<file path="config.mk">
export PLATFORM = sky130hd
export DESIGN_NAME = thermal_protection_manager
export DESIGN_NICKNAME = d
export VERILOG_FILES = /design/src/common/thermal_pkg.sv /design/src/logic/thermal_sync.sv /design/src/logic/dwell_timer.sv /design/src/logic/thermal_protection_manager.sv
export SDC_FILE = /design/constraint.sdc
export NUM_CORES = 1
export LEC_CHECK = 0
export BUFFER_PORTS_ARGS = -buffer_cell sky130_fd_sc_hd__buf_2
export CAP_MARGIN = 20
export CORE_MARGIN = 3
export CORE_UTILIZATION = 55
export DETAILED_ROUTE_END_ITERATION = 8
export PLACE_DENSITY = 0.78
export RECOVER_POWER = 100
export SYNTH_ARGS = -nofsm -noshare
export SYNTH_HDL_FRONTEND = slang
export SYNTH_SLANG_ARGS = --single-unit
</file>
<file path="constraint.sdc">
create_clock -name sys_clk -period 5.8 [get_ports sys_clk]
set_clock_uncertainty 0.05 [all_clocks]
set_input_delay 1.16 -clock sys_clk [delete_from_list [all_inputs] [get_ports sys_clk]]
set_output_delay 1.16 -clock sys_clk [all_outputs]
set_load 0.005 [all_outputs]
</file>
<file path="src/common/thermal_pkg.sv">
// constants shared by the thermal protection supervisor and its helpers
// assumes one 20 MHz system clock and a synchronous active-high reset
package thermal_pkg;
  localparam int unsigned CLK_HZ             = 20000000;
  // fail-safe dwell after chip shutdown, in milliseconds
  localparam int unsigned DWELL_TIME_MS      = 1000;
  localparam longint unsigned DWELL_CYCLES_L =
    (longint'(DWELL_TIME_MS) * longint'(CLK_HZ)) / 64'd1000;
  localparam int unsigned DWELL_CYCLES       = int'(DWELL_CYCLES_L);
  localparam int unsigned DWELL_W            = 25;
  localparam int unsigned LIN_CHANNELS       = 2;
  localparam int unsigned FAULT_W            = 2;
  localparam logic [1:0]  FAULT_NONE         = 2'h0;
  localparam logic [1:0]  FAULT_OVERTEMP     = 2'h1;
  localparam int unsigned AUX_EN_W           = 2;
  localparam logic [1:0]  AUX_EN_RESET       = 2'h0;
  // chip operating modes as seen by this block
  typedef enum logic [2:0] {
    MODE_INIT      = 3'h0,
    MODE_NORMAL    = 3'h1,
    MODE_STOP      = 3'h2,
    MODE_SLEEP     = 3'h3,
    MODE_RESTART   = 3'h4,
    MODE_FAILSAFE  = 3'h5
  } chip_mode_t;
endpackage

</file>
<file path="src/logic/thermal_sync.sv">
// three-stage synchroniser for asynchronous comparator levels
// assumes inputs come from analog comparators outside the clock domain
module thermal_sync #(
  parameter int unsigned WIDTH = 1
) (
  input  wire logic             sys_clk,
  input  wire logic             reset,
  input  wire logic             clk_en,
  input  wire logic [WIDTH-1:0] async_in,
  output logic      [WIDTH-1:0] sync_out
);
  logic [WIDTH-1:0] meta_reg;
  logic [WIDTH-1:0] stage2_reg;
  logic [WIDTH-1:0] stage3_reg;

  initial begin
    if (WIDTH < 1) $error("thermal_sync needs WIDTH >= 1");
  end

  // level only counts once stages two and three agree
  always_ff @(posedge sys_clk) begin
    if (reset) begin
      meta_reg   <= '0;
      stage2_reg <= '0;
      stage3_reg <= '0;
      sync_out   <= '0;
    end else if (clk_en) begin
      meta_reg   <= async_in;
      stage2_reg <= meta_reg;
      stage3_reg <= stage2_reg;
      for (int i = 0; i < WIDTH; i++) begin
        if (stage2_reg[i] == stage3_reg[i]) begin
          sync_out[i] <= stage3_reg[i];
        end
      end
    end
  end
endmodule

</file>
<file path="src/logic/dwell_timer.sv">
// one-shot down counter for the fail-safe dwell after chip shutdown
// assumes start is a single-cycle pulse on the system clock
module dwell_timer #(
  parameter int unsigned CYCLES = thermal_pkg::DWELL_CYCLES
) (
  input  wire logic sys_clk,
  input  wire logic reset,
  input  wire logic clk_en,
  input  wire logic start,
  output logic      busy
);
  logic [thermal_pkg::DWELL_W-1:0] count_reg;

  initial begin
    if (CYCLES < 1 || CYCLES >= (1 << thermal_pkg::DWELL_W))
      $error("dwell_timer CYCLES out of range");
  end

  // a new start restarts the full dwell
  always_ff @(posedge sys_clk) begin
    if (reset) begin
      count_reg <= '0;
      busy      <= 1'b0;
    end else if (clk_en) begin
      if (start) begin
        count_reg <= thermal_pkg::DWELL_W'(CYCLES - 1);
        busy      <= 1'b1;
      end else if (count_reg != '0) begin
        count_reg <= count_reg - 1'b1;
      end else begin
        busy <= 1'b0;
      end
    end
  end
endmodule

</file>
<file path="src/logic/thermal_protection_manager.sv">
// thermal protection supervisor: block shutdown, buck prewarning, chip shutdown
// assumes comparator levels are asynchronous and all other inputs are on sys_clk

module thermal_protection_manager #(
  parameter int unsigned DWELL_CYCLES = thermal_pkg::DWELL_CYCLES,
  parameter int unsigned LIN_CHANNELS = thermal_pkg::LIN_CHANNELS
) (
  input  wire logic                                sys_clk,
  input  wire logic                                reset,
  input  wire logic                                clk_en,
  input  wire thermal_pkg::chip_mode_t             chip_mode,
  input  wire logic                                watchdog_active,
  input  wire logic                                buck_on,
  input  wire logic                                buck_pwm,
  input  wire logic                                aux_ot_async,
  input  wire logic                                can_ot_async,
  input  wire logic [LIN_CHANNELS-1:0]             lin_ot_async,
  input  wire logic                                prewarn_async,
  input  wire logic                                chip_ot_async,
  input  wire logic                                aux_enable_write,
  input  wire logic [thermal_pkg::AUX_EN_W-1:0]    aux_enable_wdata,
  input  wire logic                                can_enable,
  input  wire logic [LIN_CHANNELS-1:0]             lin_enable,
  input  wire logic                                clear_block_flag,
  input  wire logic                                clear_aux_flag,
  input  wire logic                                clear_can_fault,
  input  wire logic [LIN_CHANNELS-1:0]             clear_lin_fault,
  input  wire logic                                clear_prewarn,
  input  wire logic                                clear_chip_flag,
  output logic [thermal_pkg::AUX_EN_W-1:0]         aux_supply_enable_bits,
  output logic                                     aux_supply_output,
  output logic                                     can_tx_enable,
  output logic [LIN_CHANNELS-1:0]                  lin_tx_enable,
  output logic                                     block_thermal_shutdown_flag,
  output logic                                     aux_supply_overtemp_flag,
  output logic [thermal_pkg::FAULT_W-1:0]          can_fault_field,
  output logic [LIN_CHANNELS*thermal_pkg::FAULT_W-1:0] linbus_fault_field,
  output logic                                     buck_temp_prewarn_flag,
  output logic                                     chip_thermal_shutdown_flag,
  output logic                                     failsafe_request,
  output logic                                     failsafe_hold,
  output logic                                     wake_can_enable,
  output logic [LIN_CHANNELS-1:0]                  wake_lin_enable,
  output logic                                     wake_input_pin_enable,
  output logic                                     failsafe_outputs_active
);
  localparam int unsigned NSYNC = LIN_CHANNELS + 4;

  initial begin
    if (LIN_CHANNELS < 1 || LIN_CHANNELS > 4)
      $error("LIN_CHANNELS must lie between 1 and 4");
  end

  logic [NSYNC-1:0]        sync_in;
  logic [NSYNC-1:0]        sync_out;
  logic                    aux_ot;
  logic                    can_ot;
  logic [LIN_CHANNELS-1:0] lin_ot;
  logic                    prewarn_ot;
  logic                    chip_ot;

  assign sync_in = {chip_ot_async, prewarn_async, lin_ot_async, can_ot_async, aux_ot_async};

  // comparators pass three stages before use
  thermal_sync #(
    .WIDTH (NSYNC)
  ) u_sync (
    .sys_clk  (sys_clk),
    .reset    (reset),
    .clk_en   (clk_en),
    .async_in (sync_in),
    .sync_out (sync_out)
  );

  assign aux_ot     = sync_out[0];
  assign can_ot     = sync_out[1];
  assign lin_ot     = sync_out[LIN_CHANNELS+1:2];
  assign prewarn_ot = sync_out[LIN_CHANNELS+2];
  assign chip_ot    = sync_out[LIN_CHANNELS+3];

  // qualified events
  logic                    aux_prot_mode;
  logic                    aux_event;
  logic                    can_event;
  logic [LIN_CHANNELS-1:0] lin_event;
  logic                    prewarn_event;
  logic                    chip_event;
  logic                    chip_event_d_reg;
  logic                    chip_rise;
  logic                    dwell_busy;

  // aux protection limited to normal, or stop with watchdog running
  assign aux_prot_mode = (chip_mode == thermal_pkg::MODE_NORMAL) ||
                         ((chip_mode == thermal_pkg::MODE_STOP) && watchdog_active);
  assign aux_event     = aux_ot && aux_supply_output && aux_prot_mode;
  assign can_event     = can_ot && can_enable;
  assign lin_event     = lin_ot & lin_enable;
  assign prewarn_event = prewarn_ot && buck_on;
  assign chip_event    = chip_ot && buck_on && buck_pwm;
  assign chip_rise     = chip_event && !chip_event_d_reg;

  // aux supply: stays off until software writes the enables again
  always_ff @(posedge sys_clk) begin
    if (reset) begin
      aux_supply_enable_bits <= thermal_pkg::AUX_EN_RESET;
      aux_supply_output      <= 1'b0;
    end else if (clk_en) begin
      if (aux_event) begin
        aux_supply_enable_bits <= '0;
        aux_supply_output      <= 1'b0;
      end else if (aux_enable_write) begin
        aux_supply_enable_bits <= aux_enable_wdata;
        aux_supply_output      <= |aux_enable_wdata;
      end
    end
  end

  // transceivers re-enable themselves, unlike the aux supply
  always_ff @(posedge sys_clk) begin
    if (reset) begin
      can_tx_enable <= 1'b0;
      lin_tx_enable <= '0;
    end else if (clk_en) begin
      can_tx_enable <= can_enable && !can_ot;
      lin_tx_enable <= lin_enable & ~lin_ot;
    end
  end

  // block shutdown flag; set beats clear, clear needs condition gone
  always_ff @(posedge sys_clk) begin
    if (reset) begin
      block_thermal_shutdown_flag <= 1'b0;
    end else if (clk_en) begin
      if (aux_event || can_event || (|lin_event)) begin
        block_thermal_shutdown_flag <= 1'b1;
      end else if (clear_block_flag && !aux_ot && !can_ot && !(|lin_ot)) begin
        block_thermal_shutdown_flag <= 1'b0;
      end
    end
  end

  always_ff @(posedge sys_clk) begin
    if (reset) begin
      aux_supply_overtemp_flag <= 1'b0;
    end else if (clk_en) begin
      if (aux_event) begin
        aux_supply_overtemp_flag <= 1'b1;
      end else if (clear_aux_flag && !aux_ot) begin
        aux_supply_overtemp_flag <= 1'b0;
      end
    end
  end

  always_ff @(posedge sys_clk) begin
    if (reset) begin
      can_fault_field <= thermal_pkg::FAULT_NONE;
    end else if (clk_en) begin
      if (can_event) begin
        can_fault_field <= thermal_pkg::FAULT_OVERTEMP;
      end else if (clear_can_fault && !can_ot) begin
        can_fault_field <= thermal_pkg::FAULT_NONE;
      end
    end
  end

  // one fault field per LIN channel
  always_ff @(posedge sys_clk) begin
    if (reset) begin
      linbus_fault_field <= '0;
    end else if (clk_en) begin
      for (int i = 0; i < LIN_CHANNELS; i++) begin
        if (lin_event[i]) begin
          linbus_fault_field[i*thermal_pkg::FAULT_W +: thermal_pkg::FAULT_W] <=
            thermal_pkg::FAULT_OVERTEMP;
        end else if (clear_lin_fault[i] && !lin_ot[i]) begin
          linbus_fault_field[i*thermal_pkg::FAULT_W +: thermal_pkg::FAULT_W] <=
            thermal_pkg::FAULT_NONE;
        end
      end
    end
  end

  always_ff @(posedge sys_clk) begin
    if (reset) begin
      buck_temp_prewarn_flag <= 1'b0;
    end else if (clk_en) begin
      if (prewarn_event) begin
        buck_temp_prewarn_flag <= 1'b1;
      end else if (clear_prewarn && !prewarn_ot) begin
        buck_temp_prewarn_flag <= 1'b0;
      end
    end
  end

  // chip flag clear only accepted in normal mode
  always_ff @(posedge sys_clk) begin
    if (reset) begin
      chip_thermal_shutdown_flag <= 1'b0;
      chip_event_d_reg           <= 1'b0;
    end else if (clk_en) begin
      chip_event_d_reg <= chip_event;
      if (chip_event) begin
        chip_thermal_shutdown_flag <= 1'b1;
      end else if (clear_chip_flag && !chip_ot &&
                   (chip_mode == thermal_pkg::MODE_NORMAL)) begin
        chip_thermal_shutdown_flag <= 1'b0;
      end
    end
  end

  // dwell restarts on each fresh chip event
  dwell_timer #(
    .CYCLES (DWELL_CYCLES)
  ) u_dwell (
    .sys_clk (sys_clk),
    .reset   (reset),
    .clk_en  (clk_en),
    .start   (chip_rise),
    .busy    (dwell_busy)
  );

  // fail-safe request pulses on entry; hold forbids leaving during dwell
  always_ff @(posedge sys_clk) begin
    if (reset) begin
      failsafe_request <= 1'b0;
      failsafe_hold    <= 1'b0;
    end else if (clk_en) begin
      failsafe_request <= chip_rise;
      failsafe_hold    <= chip_rise || dwell_busy;
    end
  end

  // default wake sources and fail-safe outputs latch until normal mode with the dwell ended
  always_ff @(posedge sys_clk) begin
    if (reset) begin
      wake_can_enable         <= 1'b0;
      wake_lin_enable         <= '0;
      wake_input_pin_enable   <= 1'b0;
      failsafe_outputs_active <= 1'b0;
    end else if (clk_en) begin
      if (chip_rise) begin
        wake_can_enable         <= 1'b1;
        wake_lin_enable         <= '1;
        wake_input_pin_enable   <= 1'b1;
        failsafe_outputs_active <= 1'b1;
      end else if (chip_mode == thermal_pkg::MODE_NORMAL && !dwell_busy) begin
        wake_can_enable         <= 1'b0;
        wake_lin_enable         <= '0;
        wake_input_pin_enable   <= 1'b0;
        failsafe_outputs_active <= 1'b0;
      end
    end
  end
endmodule

</file>
After elaboration in Yosys (flattened, before gate mapping)
Index checks and enable logic that the tools add are counted.
- bits in registers: 72
- latch bits: 0
- memory bits (writable): 0
- memory bits (read-only): 0
- input port bits: 28
- output and inout port bits: 23
- word-level logic and storage cells: 130
- memories: 0
- add/subtract/negate cells: 1
- $mul: 0
- divide/modulo/power cells: 0
- $lt $le $gt $ge: 0
- eq/ne operators: 9
- shift-type cells: 0
- multiplexer cells: 26
- bitwise operators: 3
- reductions and logical operators: 64
- operators with widths (kind ; count):
    25-bit 2-to-1 mux ; 2
    2-bit AND reduction ; 17
    25-bit nonzero test ; 1
    25-bit by 1-bit subtractor with 25-bit output (second input constant) ; 1
    1-bit logical AND ; 20
    2-bit 2-to-1 mux ; 10
    2-bit nonzero test ; 10
    1-bit 2-to-1 mux ; 14
    1-bit logical NOT ; 9
    1-bit equality test ; 6
    2-bit OR reduction ; 3
    2-bit AND ; 2
    1-bit logical OR ; 4
    3-bit by 1-bit equality test with 1-bit output (second input constant) ; 1
    3-bit by 2-bit equality test with 1-bit output (second input constant) ; 1
    2-bit != test (second input constant) ; 1
    2-bit inverter ; 1

Logic depth before layout (Yosys ltp)
Gate-level depths: netlist of the first run.
- depth after elaboration: 8
- depth in mapped cells: 9
- mapped depth without buffers: 7

Modules after synthesis
From an unflattened synthesis of the first run, not the netlist that was laid out.
- cell total of the unflattened synthesis: 339
- area, all modules: 3224.3 µm²
- modules (own cells, without submodules) (module ; times used ; cells each ; area each (µm²) ; seq. area each (µm²)):
    dwell_timer ; 1 ; 152 ; 1368.8 ; 520.5
    thermal_sync ; 1 ; 96 ; 1048.5 ; 480.5
    thermal_protection_manager ; 1 ; 91 ; 807.0 ; 340.3

Worst setup path before layout of the first run
No wires, ideal clock.
- path kind: input port to flip-flop
- from: input port clk_en
- to: register u_dwell.count_reg[22] in the netlist's numbering
- library setup time: 0.121 ns
- arrival: 2.316 ns
- data required time: 5.629 ns
- slack: 3.313 ns
- stages: 5
- path buffers: 0
- cell sequence: nand2_1 -> nor4_2 -> a32oi_1 -> a21oi_1 -> mux2_2
- word-level cells in the longest chain between the ends: 1
- ends and longest elaborated chain (what ; line ; source):
    start, declared ; thermal_protection_manager.sv:10 ; input wire logic clk_en,
    2-bit AND reduction (no line) ; - ;
    end signal, assigned ; dwell_timer.sv:26 ; count_reg <= thermal_pkg::DWELL_W'(CYCLES - 1);
    end signal, assigned ; dwell_timer.sv:29 ; count_reg <= count_reg - 1'b1;
    end, declared ; dwell_timer.sv:12 ; logic [thermal_pkg::DWELL_W-1:0] count_reg;
No other way between the ends.
A chain may end at the register's enable or synchronous reset.

Final worst setup path of the first run
Ends and elaborated chain as after synthesis.

==> results of run 1 <==
## per-stage QoR
step	area [um^2]	util	hold WS, ps	power (mW)
6_report	3410	0.651	415	1.87
5_1_grt	3410	0.651	423	2.02
4_1_cts	3430	0.655	416	1.88
3_5_place_dp	3230	0.617	403	1.48
3_3_place_gp	3230	0.617	393	1.46
2_1_floorplan	3060	-	386	1.37
## worst paths after layout
check,start,end,slack [ps],depth (start not counted)
min,u_sync.stage3_reg[5],u_sync.sync_out[5],410,2
min reg2reg,u_sync.stage3_reg[5],u_sync.sync_out[5],410,2
max reg2reg,u_dwell.count_reg[18],u_dwell.count_reg[13],2740,5
max,clk_en,u_dwell.count_reg[22],2170,6
## synth_stat cells, types with 2 or more instances
cell type and number:
ha_1 2, or4b_2 4, nand4_1 3, nor3_1 4, buf_4 7, nor4_1 4
o211ai_1 5, xnor2_1 2, inv_1 5, o31ai_1 10, xor2_1 10, a22oi_1 7
nand2b_1 4, nand2_1 17, or3_1 6, o41ai_1 4, a31oi_1 6, buf_1 2
nand3_1 2, nand3b_1 6, mux2i_1 15, or2_2 4, buf_2 3, clkbuf_1 16
or4_1 8, o21ai_0 18, and2_1 5, nor2_1 42, dfxtp_1 67, a21o_1 5
a21oi_1 34
## power groups by stage
stage | Clock (mW) | Sequential [mW] | Combinational [mW]
after floorplan | 0 | 0.620 | 0.752
after global placement | 0 | 0.638 | 0.821
after detailed placement | 0 | 0.642 | 0.843
after CTS | 0.396 | 0.632 | 0.850
after global routing | 0.417 | 0.647 | 0.953
final | 0.388 | 0.632 | 0.852
## metal layers
metal | share of wire | vias to the layer above | track usage
met4 | 0.022 | 0 | 0.105
met2 | 0.45 | 68 | 0.331
met5 | 0 | - | 0
li1 | - | 1310 | -
met3 | 0.053 | 15 | 0.0426
met1 | 0.48 | 1185 | 0.273
## kinds of logic (layout without fill, tap and decap cells)
group	count (synthesis)	count (layout)
buffers and inverters	35	69
other	1	3
adders and majority gates	2	2
DFF	67	67
AOI/OAI and AO/OA	96	96
and+or+nand+nor	116	116
muxes	16	16
xor gates and xnor gates	12	12
## layout make-up
type	count	area, um^2	area share
clock inverter	7	76.3	0.0224
tap	70	87.6	0.0257
multi-input combinational	245	1530	0.448
inverter	5	18.8	0.00550
sequential	67	1340	0.393
timing repair buffer	48	234	0.0686
clock buffer	9	124	0.0363
## worst register-to-register path: stages, from the launching register on
cell and delay (ps):
dfxtp_1 360, nor4_1 600, nand4_1 680, o31ai_4 880, or4b_2 260, a31oi_1 70
==> impl_metrics.yaml, run 1 <==
run_status:
  outcome: "complete, no violations"
synth:
  synthTopCellsByArea: "dfxtp_1 44%, a21oi_1 5.6%, nor2_1 5.2%"
  synth_adder_area_share: 0.00819
  yosys.area_share.simple: 0.204
  synth_xor_xnor_area_share: 0.0344
  synth_compound_area_frac: 0.201
  ys.flop_type: "dfxtp_1"
  muxShareOfSynthArea: 0.0528
  synth_top_family_by_area: "simple AND/OR/NAND/NOR gates"
  async_flop_share: 0
  synth.distinct_cells: 49
  ys_seq_elements: 67
  synthCells: 345
  yosys_warnings: 0
  synth_top_area_share: 0.439
  seq_area_frac_synth: 0.439
  syn_area_mm2: 0.00306
  avgSynthCellArea_um2: 8.86
  yosys.area.top_type: "dfxtp_1"
  synth-edff-count: 0
die:
  die-height_um: 80.5
  start_util: 0.583
  core-area_mm2: 0.00524
  die_x_um: 80.5
  die_area_mm2: 0.00649
  io_pins: 51
  rows: 26
finish:
  final_cells: 451
  antenna_cells: 0
  largest_register_ffs: 25
  final_cell_mix: "67 x dfxtp_1, 42 x nor2_1, 40 x buf_2"
  drive_above_1_share: 0.184
  final_common_cell: "dfxtp_1"
  nNetsFinal: 406
  nFillCells: 459
  area_delta_synth_final_pct: 11.6
setup_path:
  crit_fanout: 41
  cp_cell_sequence: "buf_2 -> nand4_1 -> or2_0 -> nand2b_1 -> nor2_1 -> mux2_2"
  slowest_stage: "or2_0"
  critPathArrivalTime_ps: 3810
  max_stage_delay_ps: 750
  crit_type: "in2reg"
  start_kind: "primary input"
  crit_family: "simple AND/OR/NAND/NOR gates"
  worstPathRequired_ps: 5980
  endpoint_kind: "register"
  critPathBufInv: 1
detailed_routing:
  drt_pass1_iterations: 4
  drc: 0
  viasPerCell: 5.72
  dr.first_iter.drc_count: 158
  wl_per_cell_um: 13.9
  wl_mm: 6.28
  routed-via-count: 2578
  antenna_left: 0
clock_tree:
  h-tree-depth: 3
  clk_root_buffer_cell: "clkbuf_8"
  clk_latency_ps: 340
  cts-buffers-inserted: 9
  clkTransAtPathRegs_ps: 70
  clockBufferDepth: 2
  cts_tree: "done"
  cts_resized: 0
  cts.sink_count: 67
  hold_buffers: 0
  postCtsSetupRepairBufs: 0
power:
  ir_worst_vdd_v: 0.000257
  pwr-share-comb: 0.455
  p_leak_nw: 1.40
  power_density_mw_per_mm2: 549
  p_int_mw: 1.07
  power.switching_mw: 0.805
  p_clk_frac: 0.207
  seq_power_share: 0.338
  sw_frac_of_total: 0.430
placement:
  pre_cts_ws_ps: 2140
  gp_congestion: 0.847
  hpwl_mm: 4.18
  place_inst: 435
  portBuffers: 47
sta:
  slew-limit-headroom: 0.122
  setup_ws_ps: 2170
  min_period_ps: 3630
  hold_viol_final: 0
  finalCritPeriodShare: 0.626
  setup_viol: 0
  fmax_ghz: 0.276
  tightest_slew_ps: 1300
  setup-tns-final_ps: 0
  maxSlewViolCount: 0
  rsz0062_at_grt: "no"
global_routing:
  first_global_vias: 2342
  gr-usage-all-layers: 0.211
  grt_max_degree: 59
  grt_overflow_total: 0
  grt_pass1_wl_mm: 10.6
  antenna_found_initial: 0
min_path:
  hp-class: "reg2reg"
flow_run:
  maxCapViolCount: 0
Note: power is estimated with default switching activity, not from simulation.
==> inputs of run 2 (changes only) <==
- clock period: 5.8 -> 3.5 ns (I/O delays scaled with it)
==> run 2 against run 1 <==
  * Largest cell class unchanged
  * Die area stayed put
  * Sequential share of layout area is 0.40 points lower
  * Clock power is 67% higher
  * Critical endpoint is now u_dwell.count_reg[13]
  * Core utilization is 0.67 points higher
  * First-iteration DRC count is 3.8% lower
  * Non-clock buffer count is 4 higher
  * Wire length is 3.0% higher
  * Total power is 68% higher
  * Sequential power is 66% higher
==> impl_metrics.yaml, run 2 (synthesized netlist as in run 1, its figures left out) <==
die:
  start_util: 0.583
  rows: 26
  die_area_mm2: 0.00649
  die-height_um: 80.5
  die_x_um: 80.5
  core-area_mm2: 0.00524
  io_pins: 51
setup_path:
  crit_fanout: 21
  worstPathRequired_ps: 3610
  rrSetupSlack_ps: 570
  critPathArrivalTime_ps: 3040
  crit_type: "reg2reg"
  start_kind: "register"
  max_stage_delay_ps: 820
  r2r-start: "u_dwell.count_reg[8]"
  crit_start: "u_dwell.count_reg[8]"
  cp_cell_sequence: "or4_1 -> or3_1 -> o31ai_4 -> or4b_2 -> a31oi_1"
  crit_family: "simple AND/OR/NAND/NOR gates"
  critPathBufInv: 0
  endpoint_kind: "register"
  slowest_stage: "o31ai_4"
detailed_routing:
  viasPerCell: 5.73
  dr.first_iter.drc_count: 152
  antenna_left: 0
  routed-via-count: 2608
  wl_per_cell_um: 14.2
  wl_mm: 6.47
  drt_pass1_iterations: 4
  drc: 0
sta:
  finalCritPeriodShare: 0.837
  min_period_ps: 2930
  tightest_slew_ps: 1310
  setup-tns-final_ps: 0
  whs_ps: 409
  rsz0062_at_grt: "no"
  hold_viol_final: 0
  setup_viol: 0
  fmax_ghz: 0.341
  slew-limit-headroom: 0.130
  maxSlewViolCount: 0
placement:
  gp_congestion: 0.823
  portBuffers: 47
  placed_area_mm2: 0.00326
  hpwl_mm: 4.20
finish:
  nFillCells: 456
  drive_above_1_share: 0.195
  seqCellArea_mm2: 0.00134
  final_common_cell: "dfxtp_1"
  nNetsFinal: 410
  largest_register_ffs: 25
  final_cell_mix: "67 x dfxtp_1, 42 x nor2_1, 41 x buf_2"
  antenna_cells: 0
  area_delta_synth_final_pct: 12.8
  finalInstanceArea_mm2: 0.00345
  multi_input_area_mm2: 0.00154
  finish.utilization: 0.658
global_routing:
  antenna_found_initial: 0
  gr-usage-all-layers: 0.213
  grt_pass1_wl_mm: 10.7
  grt_max_degree: 58
  grt_overflow_total: 0
  first_global_vias: 2349
clock_tree:
  clockBufferDepth: 2
  cts-buffers-inserted: 9
  cts_resized: 0
  postCtsSetupRepairBufs: 0
  clkTransAtPathRegs_ps: 80
  clk_root_buffer_cell: "clkbuf_8"
  clk_latency_ps: 350
  cts.sink_count: 67
  cts_tree: "done"
  h-tree-depth: 3
  hold_buffers: 0
run_status:
  outcome: "complete, no violations"
power:
  p_leak_nw: 1.43
  ir_worst_vdd_v: 0.000535
  power_density_mw_per_mm2: 914
flow_run:
  maxCapViolCount: 0
min_path:
  hp-class: "reg2reg"
  hold_start: "lin_tx_enable[1]"
## run 2: worst paths after layout
path	endpoint	depth (start not counted)
max	u_dwell.count_reg[13]	5
min	lin_tx_enable[1]	2
max reg2reg	u_dwell.count_reg[13]	5
min reg2reg	lin_tx_enable[1]	2
## run 2: routing by layer
| layer | vias up | wire length (um) | global-route usage |
|---|---|---|---|
| met5 | - | 0 | 0 |
| met1 | 1206 | 3080 | 0.285 |
| met4 | 0 | 138 | 0.111 |
| met2 | 73 | 2900 | 0.320 |
| met3 | 14 | 345 | 0.0460 |
| li1 | 1315 | - | - |
## run 2: area by class of cell
type,instances,share of cell area
well taps,70,0.0254
repair buffers,52,0.0759
multi-input cells,245,0.446
inverters,5,0.00545
clock buffers,9,0.0359
clock inverters,7,0.0218
flip-flops and latches,67,0.389
## run 2: worst register-to-register path, cell delays in order (launching register included)
cell	delay (ps)
dfxtp_1	370
or4_1	600
or3_1	570
o31ai_4	820
or4b_2	260
a31oi_1	70
## run 2: stage by stage
step	worst slack, ps	std cells	power [mW]
floorplan	1180	347	2.27
global placement	766	439	2.46
detailed placement	711	439	2.49
CTS	673	455	3.16
global route	396	455	3.39
finish	570	455	3.15
## run 2: power by group
part	total, mW	switching [mW]	internal, mW
logic	1.45	0.897	0.555
clock network	0.648	0.315	0.333
registers	1.05	0.144	0.907
==> inputs of run 3 (changes only) <==
- clock period: 3.5 -> 2.7 ns (I/O delays scaled with it)
==> run 3 against run 2 <==
  * Fmax rose by 16%
  * Die area did not move
  * Sequential power rose by 30%
  * Clock power rose by 14%
  * Wire length rose by 0.31%
  * Global-route usage rose by 0.41 points
  * Total power rose by 29%
  * Worst setup slack got worse by 400 ps
  * Non-clock buffer count rose by 6
  * First-iteration DRC count rose by 26%
  * Core utilization did not move
  * Sequential cell count did not move
  * Critical endpoint unchanged
  * Highest routed layer unchanged
==> impl_metrics.yaml, run 3 (synthesized netlist as in run 1, its figures left out) <==
run_status:
  outcome: "complete, no violations"
setup_path:
  r2r-start: "u_dwell.count_reg[2]"
  critPathArrivalTime_ps: 2740
  max_stage_delay_ps: 670
  r2r_end: "u_dwell.count_reg[13]"
  crit_type: "reg2reg"
  critPathBufInv: 0
  rrSetupSlack_ps: 170
  cp.depth: 5
  reg2regPathDepth: 5
  crit_fanout: 7
  worstPathRequired_ps: 2900
  crit_start: "u_dwell.count_reg[2]"
  start_kind: "register"
  crit_family: "simple AND/OR/NAND/NOR gates"
  slowest_stage: "or4_1"
  endpoint_kind: "register"
  cp_cell_sequence: "or4_1 -> nor3_1 -> nand3_1 -> or4b_2 -> a31oi_1"
sta:
  min_period_ps: 2530
  finalCritPeriodShare: 0.939
  setup_viol: 0
  tightest_slew_ps: 1130
  maxSlewViolCount: 0
  rsz0062_at_grt: "no"
  fmax_ghz: 0.395
  setup-tns-final_ps: 0
  hold_viol_final: 0
  slew-limit-headroom: 0.244
clock_tree:
  cts_tree: "done"
  hold_buffers: 0
  cts.sink_count: 67
  cts_resized: 0
  h-tree-depth: 3
  cts-buffers-inserted: 9
  clkTransAtPathRegs_ps: 80
  clk_root_buffer_cell: "clkbuf_8"
  clockBufferDepth: 2
  clk_latency_ps: 350
  postCtsSetupRepairBufs: 0
power:
  ir_worst_vdd_v: 0.000670
  total_power_mw: 4.05
  power_density_mw_per_mm2: 1180
  p_leak_nw: 1.42
min_path:
  holdPathStages: 3
  hp-class: "in2reg"
  holdPathEnd: "u_sync.meta_reg[3]"
  hold_start: "lin_ot_async[1]"
detailed_routing:
  antenna_left: 0
  wl_per_cell_um: 14.1
  wl_mm: 6.49
  viasPerCell: 5.67
  dr.first_iter.drc_count: 191
  drt_pass1_iterations: 4
  routed-via-count: 2614
  drc: 0
die:
  io_pins: 51
  start_util: 0.583
  rows: 26
  die_area_mm2: 0.00649
  die-height_um: 80.5
  core-area_mm2: 0.00524
  die_x_um: 80.5
global_routing:
  gr-usage-all-layers: 0.217
  antenna_found_initial: 0
  grt_overflow_total: 0
  first_global_vias: 2346
  grt_pass1_wl_mm: 10.9
  grt_max_degree: 58
placement:
  placed_area_mm2: 0.00331
  gp_congestion: 0.825
  portBuffers: 47
  hpwl_mm: 4.47
finish:
  drive_above_1_share: 0.192
  final_cell_mix: "67 x dfxtp_1, 42 x nor2_1, 37 x buf_2"
  nNetsFinal: 416
  final_common_cell: "dfxtp_1"
  largest_register_ffs: 25
  area_delta_synth_final_pct: 12.8
  finalInstanceArea_mm2: 0.00345
  nFillCells: 465
  antenna_cells: 0
flow_run:
  maxCapViolCount: 0
-- run 3: cell types whose count changed in the layout (fill, tap and decap cells not counted), sizes merged --
| cell | delta |
|---|---|
| clkinv | +2 |
| buf | -3 |
| bufinv | -1 |
| clkbuf | +9 |
| inv | -1 |
-- run 3: worst reg2reg max path, cell delays in order (launching register included) --
cell and delay (ps):
dfxtp_1 350, or4_1 670, nor3_1 250, nand3_1 280, or4b_2 670, a31oi_1 170
-- run 3: cell type report --
type	instances	area (um^2)	share of cell area
multi-input combinational	245	1530	0.444
clock buffer	9	124	0.0359
timing repair buffer	58	289	0.0839
clock inverter	7	53.8	0.0156
sequential	67	1340	0.389
inverter	5	18.8	0.00545
tap	70	87.6	0.0254
-- run 3: metrics by stage --
stage / instances / utilization / hold slack [ps] / setup slack (ps)
floorplan: 347 / - / 386 / 384
CTS: 461 / 0.665 / 362 / 195
finish: 461 / 0.658 / 376 / 166
global route: 461 / 0.658 / 397 / 52.6
global placement: 445 / 0.631 / 395 / 265
detailed placement: 445 / 0.631 / 402 / 213
-- run 3: report_power, final --
group | internal (mW) | switching (mW)
registers | 1.18 | 0.188
clock network | 0.339 | 0.402
logic | 0.773 | 1.18
-- run 3: routing by layer --
layer,vias up,GRT usage,wire (um)
met1,1191,0.294,3100
met2,80,0.322,2910
li1,1334,-,-
met4,0,0.0963,93
met3,9,0.0561,387
met5,-,0,0
-- run 3: worst max path at each step --
stage | endpoint | slack (ps)
finish | u_dwell.count_reg[13] | 170
global route | u_dwell.count_reg[1] | 50
CTS | u_dwell.count_reg[23] | 190
detailed placement | u_dwell.count_reg[17] | 210
global placement | u_dwell.count_reg[17] | 260
floorplan | u_dwell.count_reg[1] | 380
